$ cat config.mk
export PLATFORM = sky130hd
export DESIGN_NAME = brc_reset_ctrl
export DESIGN_NICKNAME = d
export VERILOG_FILES = /design/src/include/brc_pkg.sv /design/src/logic/brc_reset_ctrl.sv
export SDC_FILE = /design/constraint.sdc
export NUM_CORES = 1
export LEC_CHECK = 0
export ABC_AREA = 1
export BUFFER_PORTS_ARGS = -buffer_cell sky130_fd_sc_hd__buf_2
export CAP_MARGIN = 10
export CORE_MARGIN = 4
export CORE_UTILIZATION = 30
export CTS_BUF_LIST = sky130_fd_sc_hd__clkbuf_4 sky130_fd_sc_hd__clkbuf_8 sky130_fd_sc_hd__clkbuf_16
export CTS_CLUSTER_SIZE = 14
export DETAILED_ROUTE_END_ITERATION = 10
export GPL_TIMING_DRIVEN = 0
export PLACE_DENSITY = 0.49
export SLEW_MARGIN = 20
export SYNTH_ARGS = -nofsm -noshare
export SYNTH_HDL_FRONTEND = slang
export SYNTH_SLANG_ARGS = --single-unit
$ cat constraint.sdc
create_clock -name ref_clk_i -period 3.3 [get_ports ref_clk_i]
set_clock_uncertainty 0.2 [all_clocks]
set_input_delay 0.165 -clock ref_clk_i [delete_from_list [all_inputs] [get_ports ref_clk_i]]
set_output_delay 0.165 -clock ref_clk_i [all_outputs]
set_load 0.005 [all_outputs]
$ cat src/include/brc_pkg.sv
/*
  Constants for the bidirectional reset controller: timing, flag layout, state codes.
  Assumes a 50 MHz clock on ref_clk_i.
*/
`default_nettype none
package brc_pkg;
  localparam int CLK_PERIOD_NS  = 20;
  localparam int SPIKE_NS       = 10;
  localparam int PASS_NS        = 100;
  // Least times round up, never below one cycle
  localparam int SPIKE_CYC_RAW  = (SPIKE_NS + CLK_PERIOD_NS - 1) / CLK_PERIOD_NS;
  localparam int SPIKE_CYC      = (SPIKE_CYC_RAW < 1) ? 1 : SPIKE_CYC_RAW;
  // Longest time rounds down; the filter must not outlast it
  localparam int PASS_CYC       = PASS_NS / CLK_PERIOD_NS;
  localparam int FILT_CYC       = (SPIKE_CYC > PASS_CYC) ? PASS_CYC : SPIKE_CYC;
  localparam int SEQ_CYC_DEF    = 1024;
  localparam int RELEASE_CYC    = 4;
  localparam int CNT_W          = 16;
  localparam int FILT_W         = 4;
  localparam int CONFIG_SAMPLE_PORT_ZERO_W        = 16;
  localparam int BOOT_BIT       = 4;
  localparam int FLAG_W         = 4;
  localparam int FLAG_HW_LONG   = 0;
  localparam int FLAG_HW_SHORT  = 1;
  localparam int FLAG_SW        = 2;
  localparam int FLAG_WDT       = 3;
  localparam logic [1:0] CAUSE_HW  = 2'h0;
  localparam logic [1:0] CAUSE_SW  = 2'h1;
  localparam logic [1:0] CAUSE_WDT = 2'h2;
  typedef enum logic [3:0] {
    ST_RUN  = 4'b0001,
    ST_SEQ  = 4'b0010,
    ST_HOLD = 4'b0100,
    ST_REL  = 4'b1000
  } brc_state_type;
endpackage
`default_nettype wire

$ cat src/logic/brc_reset_ctrl.sv
/*
  Reset controller with optional bidirectional reset pin, filter, flags and config capture.
  Assumes pins arrive asynchronously and the pin is wired-low (open drain) outside.
*/
`timescale 1ns/1ns
`default_nettype none
module brc_reset_ctrl
  import brc_pkg::*;
#(
  parameter int SEQ_CYCLES = SEQ_CYC_DEF
) (
  input  wire logic                 ref_clk_i,
  input  wire logic                 rst_i,
  input  wire logic                 clk_en_i,
  input  wire logic                 osc_running_i,
  input  wire logic                 reset_input_pin_i,
  input  wire logic                 ext_access_n_i,
  input  wire logic [CONFIG_SAMPLE_PORT_ZERO_W-1:0]   config_sample_port_zero_i,
  input  wire logic                 sw_reset_req_i,
  input  wire logic                 watchdog_reset_i,
  input  wire logic                 end_of_init_instruction_i,
  input  wire logic                 bidir_enable_wr_i,
  input  wire logic                 bidir_enable_wdata_i,
  output logic                      reset_input_pin_o,
  output logic                      reset_input_pin_oe_o,
  output logic                      core_reset_o,
  output logic                      bidir_reset_enable_o,
  output logic                      init_done_o,
  output logic [FLAG_W-1:0]         reset_flags_o,
  output logic [CONFIG_SAMPLE_PORT_ZERO_W-1:0]        port_zero_cfg_o,
  output logic                      boot_loader_o
);

  // Synchronisers: three stages, a change counts when stages two and three agree
  logic [2:0]         pin_sync_r;
  logic [2:0]         ea_sync_r;
  logic [CONFIG_SAMPLE_PORT_ZERO_W-1:0] p0_s1_r, p0_s2_r, p0_s3_r;
  logic               pin_low_r, pin_low_nxt;
  logic               ea_n_r, ea_n_nxt;
  logic [CONFIG_SAMPLE_PORT_ZERO_W-1:0] p0_r, p0_nxt;
  logic [FILT_W-1:0]  filt_cnt_r, filt_cnt_nxt;
  logic               pin_seen_r, pin_seen_nxt;

  always_comb begin
    pin_low_nxt  = pin_low_r;
    ea_n_nxt     = ea_n_r;
    p0_nxt       = p0_r;
    filt_cnt_nxt = filt_cnt_r;
    pin_seen_nxt = pin_seen_r;
    if (pin_sync_r[1] == pin_sync_r[2]) begin
      pin_low_nxt = ~pin_sync_r[2];
    end
    if (ea_sync_r[1] == ea_sync_r[2]) begin
      ea_n_nxt = ea_sync_r[2];
    end
    if (p0_s2_r == p0_s3_r) begin
      p0_nxt = p0_s3_r;
    end
    // Spike filter: low must persist past the spike time before it counts
    if (!pin_low_r) begin
      filt_cnt_nxt = '0;
      pin_seen_nxt = 1'b0;
    end else if (filt_cnt_r < FILT_W'(FILT_CYC)) begin
      filt_cnt_nxt = filt_cnt_r + FILT_W'(1);
    end else begin
      pin_seen_nxt = 1'b1;
    end
  end

  always_ff @(posedge ref_clk_i) begin
    if (rst_i) begin
      pin_sync_r <= 3'h7;
      ea_sync_r  <= 3'h7;
      p0_s1_r    <= '0;
      p0_s2_r    <= '0;
      p0_s3_r    <= '0;
      pin_low_r  <= 1'b0;
      ea_n_r     <= 1'b1;
      p0_r       <= '0;
      filt_cnt_r <= '0;
      pin_seen_r <= 1'b0;
    end else if (clk_en_i) begin
      pin_sync_r <= {pin_sync_r[1:0], reset_input_pin_i};
      ea_sync_r  <= {ea_sync_r[1:0], ext_access_n_i};
      p0_s1_r    <= config_sample_port_zero_i;
      p0_s2_r    <= p0_s1_r;
      p0_s3_r    <= p0_s2_r;
      pin_low_r  <= pin_low_nxt;
      ea_n_r     <= ea_n_nxt;
      p0_r       <= p0_nxt;
      filt_cnt_r <= filt_cnt_nxt;
      pin_seen_r <= pin_seen_nxt;
    end
  end

  // Reset sequencer
  brc_state_type      state_r, state_nxt;
  logic [CNT_W-1:0]   cnt_r, cnt_nxt;
  logic [1:0]         cause_r, cause_nxt;
  logic               bidir_act_r, bidir_act_nxt;
  logic               bidir_en_r, bidir_en_nxt;
  logic               init_done_r, init_done_nxt;
  logic               long_r, long_nxt;
  logic [FLAG_W-1:0]  flags_r, flags_nxt;
  logic [CONFIG_SAMPLE_PORT_ZERO_W-1:0] cfg_r, cfg_nxt;
  logic               boot_r, boot_nxt;
  logic               drive_r, drive_nxt;
  logic               core_rst_r, core_rst_nxt;
  logic               hw_req;
  logic               seq_done;

  // Seen lags the pin by a cycle: after our own drive ends it must not restart a reset
  assign hw_req   = pin_seen_r & pin_low_r & osc_running_i;
  assign seq_done = (cnt_r == '0);

  always_comb begin
    state_nxt     = state_r;
    cnt_nxt       = cnt_r;
    cause_nxt     = cause_r;
    bidir_act_nxt = bidir_act_r;
    bidir_en_nxt  = bidir_en_r;
    init_done_nxt = init_done_r;
    long_nxt      = long_r;
    flags_nxt     = flags_r;
    cfg_nxt       = cfg_r;
    boot_nxt      = boot_r;
    unique case (state_r)
      ST_RUN: begin
        if (end_of_init_instruction_i) begin
          init_done_nxt = 1'b1;
        end
        if (bidir_enable_wr_i && !init_done_r) begin
          bidir_en_nxt = bidir_enable_wdata_i;
        end
        if (hw_req || sw_reset_req_i || watchdog_reset_i) begin
          // Hardware cause wins when several arrive together
          state_nxt     = ST_SEQ;
          cnt_nxt       = CNT_W'(SEQ_CYCLES - 1);
          cause_nxt     = hw_req ? CAUSE_HW : (sw_reset_req_i ? CAUSE_SW : CAUSE_WDT);
          bidir_act_nxt = bidir_en_r;
          bidir_en_nxt  = 1'b0;
          init_done_nxt = 1'b0;
          long_nxt      = 1'b0;
        end
      end
      ST_SEQ: begin
        if (!seq_done) begin
          cnt_nxt = cnt_r - CNT_W'(1);
        end
        // Without bidirectional mode a short pin reset ends with the pin
        if (cause_r == CAUSE_HW && !bidir_act_r && !pin_low_r && !pin_seen_r) begin
          state_nxt = ST_REL;
          cnt_nxt   = CNT_W'(RELEASE_CYC - 1);
        end else if (seq_done) begin
          if (cause_r == CAUSE_HW && pin_seen_r && !bidir_act_r) begin
            state_nxt = ST_HOLD;
            long_nxt  = 1'b1;
          end else begin
            state_nxt = ST_REL;
            cnt_nxt   = CNT_W'(RELEASE_CYC - 1);
          end
        end
      end
      ST_HOLD: begin
        if (!pin_low_r) begin
          state_nxt = ST_REL;
          cnt_nxt   = CNT_W'(RELEASE_CYC - 1);
        end
      end
      ST_REL: begin
        // Pin is ignored here: the synchroniser still shows our own drive
        if (!seq_done) begin
          cnt_nxt = cnt_r - CNT_W'(1);
        end else begin
          state_nxt = ST_RUN;
          flags_nxt = '0;
          if (bidir_act_r) begin
            flags_nxt[FLAG_HW_LONG] = 1'b1;
          end else begin
            unique case (cause_r)
              CAUSE_HW:  flags_nxt[long_r ? FLAG_HW_LONG : FLAG_HW_SHORT] = 1'b1;
              CAUSE_SW:  flags_nxt[FLAG_SW] = 1'b1;
              default:   flags_nxt[FLAG_WDT] = 1'b1;
            endcase
          end
          if ((cause_r == CAUSE_HW || bidir_act_r) && !ea_n_r) begin
            cfg_nxt  = p0_r;
            boot_nxt = ~p0_r[BOOT_BIT];
          end
        end
      end
      default: begin
        state_nxt = ST_SEQ;
        cnt_nxt   = CNT_W'(SEQ_CYCLES - 1);
        cause_nxt = CAUSE_HW;
      end
    endcase
    drive_nxt    = (state_nxt == ST_SEQ) && bidir_act_nxt;
    core_rst_nxt = (state_nxt != ST_RUN);
  end

  always_ff @(posedge ref_clk_i) begin
    if (rst_i) begin
      state_r     <= ST_SEQ;
      cnt_r       <= CNT_W'(SEQ_CYCLES - 1);
      cause_r     <= CAUSE_HW;
      bidir_act_r <= 1'b0;
      bidir_en_r  <= 1'b0;
      init_done_r <= 1'b0;
      long_r      <= 1'b0;
      flags_r     <= '0;
      cfg_r       <= '0;
      boot_r      <= 1'b0;
      drive_r     <= 1'b0;
      core_rst_r  <= 1'b1;
    end else if (clk_en_i) begin
      state_r     <= state_nxt;
      cnt_r       <= cnt_nxt;
      cause_r     <= cause_nxt;
      bidir_act_r <= bidir_act_nxt;
      bidir_en_r  <= bidir_en_nxt;
      init_done_r <= init_done_nxt;
      long_r      <= long_nxt;
      flags_r     <= flags_nxt;
      cfg_r       <= cfg_nxt;
      boot_r      <= boot_nxt;
      drive_r     <= drive_nxt;
      core_rst_r  <= core_rst_nxt;
    end
  end

  // Open drain: only ever drives low
  assign reset_input_pin_o    = 1'b0;
  assign reset_input_pin_oe_o = drive_r;
  assign core_reset_o         = core_rst_r;
  assign bidir_reset_enable_o = bidir_en_r;
  assign init_done_o          = init_done_r;
  assign reset_flags_o        = flags_r;
  assign port_zero_cfg_o      = cfg_r;
  assign boot_loader_o        = boot_r;

endmodule
`default_nettype wire

==> impl_metrics.yaml <==
setup_path:
  cp_common_cell: "dlygate4sd3_1"
  worst_setup_path_start_kind: "primary input"
  required_ns: 3.45
  crit_path_max_incr_delay_ns: 0.58
  crit_fanout: 4
  critPathArrivalTime_ns: 2.73
  critPathSlowestCell: "dlygate4sd3_1"
  critPathKind: "primary input to flop"
  critPathCaptureType: "flop"
  path_cells: "dlygate4sd3_1 > buf_2 > nand3_2 > nand2_1 > nor2_1 > nand2_1 > dlygate4sd3_1 > a311oi_1 > dlygate4sd3_1"
synth:
  yosys.cell_count.top_type: "nand2_1"
  ys_types: 43
  synth_common_cells: "nand2_1, dfxtp_1, inv_1"
  seq_area_frac_synth: 0.4381
  ys_warn_count: 0
  ys_ff_latch: 126
  synth_async_sr_flop_share: 0
  synth_cells: 818
  synth_edf_count: 0
  syn_area_per_cell_sq_um: 7.039
  syn_area_sq_um: 5758
  ys.flop_type: "dfxtp_1"
  ys_top_cells_by_area: "dfxtp_1, nand2_1, inv_1"
  synth_top_area_frac: 0.4381
  syn-num-nets: 849
  yosysTopAreaCell: "dfxtp_1"
placement:
  dpl_worst_slack_ns: 1.097
  dp_hpwl_um: 11310
  gp_congestion: 0.8457
  port_buffers: 49
  dp_cells: 1101
grt:
  grt_usage: 0.1478
  grt_max_degree: 17
  grt_overflow_total: 0
  grt_first_pass_wirelength_um: 25850
  use_met2: 0.2082
  use_met3: 0.03042
  grt.busiest_layer: "met1"
  grt_pass1_vias: 4924
  antenna_found_initial: 0
  globalRouteMet1Util: 0.2275
final_layout:
  nFillCells: 2029
  layout.cells.non_filler: 1159
  drive_gt1_frac: 0.1351
  antennaDiodeCount: 0
  syn_to_final_growth_pct: 24.40
  num-nets-final: 943
clock_tree:
  ctsHoldBuffers: 26
  path_clk_slew_ns: 0.06
  clk_latency_ns: 0.42
  cts_max_level: 4
  clockBufferDepth: 2
  cts.sinks: 126
  cts_buffers: 17
  cts_tree: "yes"
  cts_resized: 0
  root_buffer: "clkbuf_16"
  post_cts_buffers: 0
timing:
  worst_pin_slew_ns: 0.6986
  finalSetupViolations: 0
  maxSlewHeadroom: 0.5343
  drv_slew: 0
  fmax_mhz: 388.2
  fin_crit_sh: 0.7805
  min_period_ns: 2.576
  tns_ns: 0
  setup_ws_ns: 0.7243
  rsz0062_at_grt: "false"
  timing.final.hold_violations: 0
power:
  ir_drop_mv: 0.3627
  leakage_nw: 3.093
  power_density_nw_per_um2: 555.6
floorplanning:
  rows: 50
  die_x_um: 146.5
  core_sq_um: 18770
  dieArea_sq_um: 21470
  start_util: 0.3068
  die_height_um: 146.5
  io_pins: 53
drt:
  wl_per_cell_um: 13.45
  drt_pre_antenna_iters: 4
  antenna_left: 0
  routed_wl_um: 15590
  drc_errors: 0
  vias: 5295
  via_per_inst: 4.569
  first_iter_violations: 354
run:
  cap_viol_max_count: 0
worst_hold_path:
  hold_path.class: "primary input to flop"
status:
  outcome: "finished, final reports clean"
worst paths after layout:
check	start	depth (start not counted)	slack, ns	end
setup reg to reg	pin_low_r	7	0.74	bidir_reset_enable_o
setup / recovery	osc_running_i	9	0.72	bidir_reset_enable_o
hold / removal	watchdog_reset_i	5	0.1	init_done_o
hold reg to reg	p0_r[8]	2	0.25	port_zero_cfg_o[8]
through the flow:
stage / util / hold WS [ns] / power, mW / cell area [sq um]
after floorplan: - / 0.09131 / 1.937 / 5758
after global placement: 0.3355 / 0.1827 / 2.059 / 6296
after detailed placement: 0.3355 / 0.1871 / 2.058 / 6296
after CTS: 0.3817 / 0.05358 / 4.028 / 7163
after global routing: 0.3817 / 0.1004 / 4.153 / 7163
final: 0.3817 / 0.09615 / 3.980 / 7163
sequential cells by signal, indices dropped and copies added, names as in the netlist, 2 cells and up:
| name | cells |
|---|---|
| p0_r | 16 |
| p0_s3_r | 16 |
| ea_sync_r | 3 |
| pin_sync_r | 3 |
| cnt_r | 16 |
| filt_cnt_r | 4 |
| state_r | 4 |
| p0_s2_r | 16 |
| cause_r | 2 |
| p0_s1_r | 16 |
| port_zero_cfg_o | 16 |
| reset_flags_o | 4 |
final cells by class:
class / count / area, sq um / area share
clock buffers: 18 / 432.9 / 0.06044
well taps: 234 / 292.8 / 0.04087
plain buffers: 37 / 183.9 / 0.02568
multi-input cells: 549 / 2646 / 0.3694
inverters: 106 / 405.4 / 0.05659
repair buffers: 75 / 505.5 / 0.07057
flip-flops and latches: 126 / 2522 / 0.3521
clock inverters: 14 / 173.9 / 0.02428
cells by family (layout without fill, tap and decap cells):
kind of cell / count (synthesis) / in the layout / share of synthesized area
compound gates: 152 / 152 / 0.1417
xor+xnor: 10 / 10 / 0.01521
fa+ha+maj: 4 / 4 / 0.008692
buf+inv: 143 / 250 / 0.1023
flops: 126 / 126 / 0.4381
other cells: 1 / 1 / 0.0006513
simple gates: 382 / 382 / 0.2934
metal layers:
metal | routed length [um] | part of all wire
met1 | 8567 | 0.55
met2 | 6243 | 0.40
met3 | 700 | 0.045
met4 | 81 | 0.0052
met5 | 0 | 0
cells in the final DEF (no fill, tap or decap), drive strengths merged:
cell / synthesis / routed
clkinvlp: 0 / 1
nor2: 115 / 115
o22ai: 3 / 3
buf: 15 / 64
o211ai: 6 / 6
a21oi: 73 / 73
a31oi: 2 / 2
clkbuf: 22 / 40
a211oi: 1 / 1
nor3: 8 / 8
dlygate4sd3: 0 / 26
o21ai: 62 / 62
nand4: 25 / 25
inv: 106 / 114
xor2: 7 / 7
and3: 1 / 1
nand2: 188 / 188
clkinv: 0 / 3
conb: 1 / 1
bufinv: 0 / 2
or2: 1 / 1
nand3b: 2 / 2
a311oi: 1 / 1
nand3: 42 / 42
ha: 4 / 4
o2111ai: 2 / 2
xnor2: 3 / 3
dfxtp: 126 / 126
o21bai: 2 / 2
worst max-delay path: cells and delay by family:
kind            cells  cell delay, ns
buf+inv             4            1.82
simple gates        4            0.50
compound gates      1            0.24
report_power, final:
group	switching [mW]	internal [mW]	total, mW
clock	0.778	1.15	1.93
sequential	0.0515	1.59	1.64
combinational	0.267	0.143	0.410
total	1.10	2.88	3.98
No activity file was read; power rests on OpenSTA's default activity.
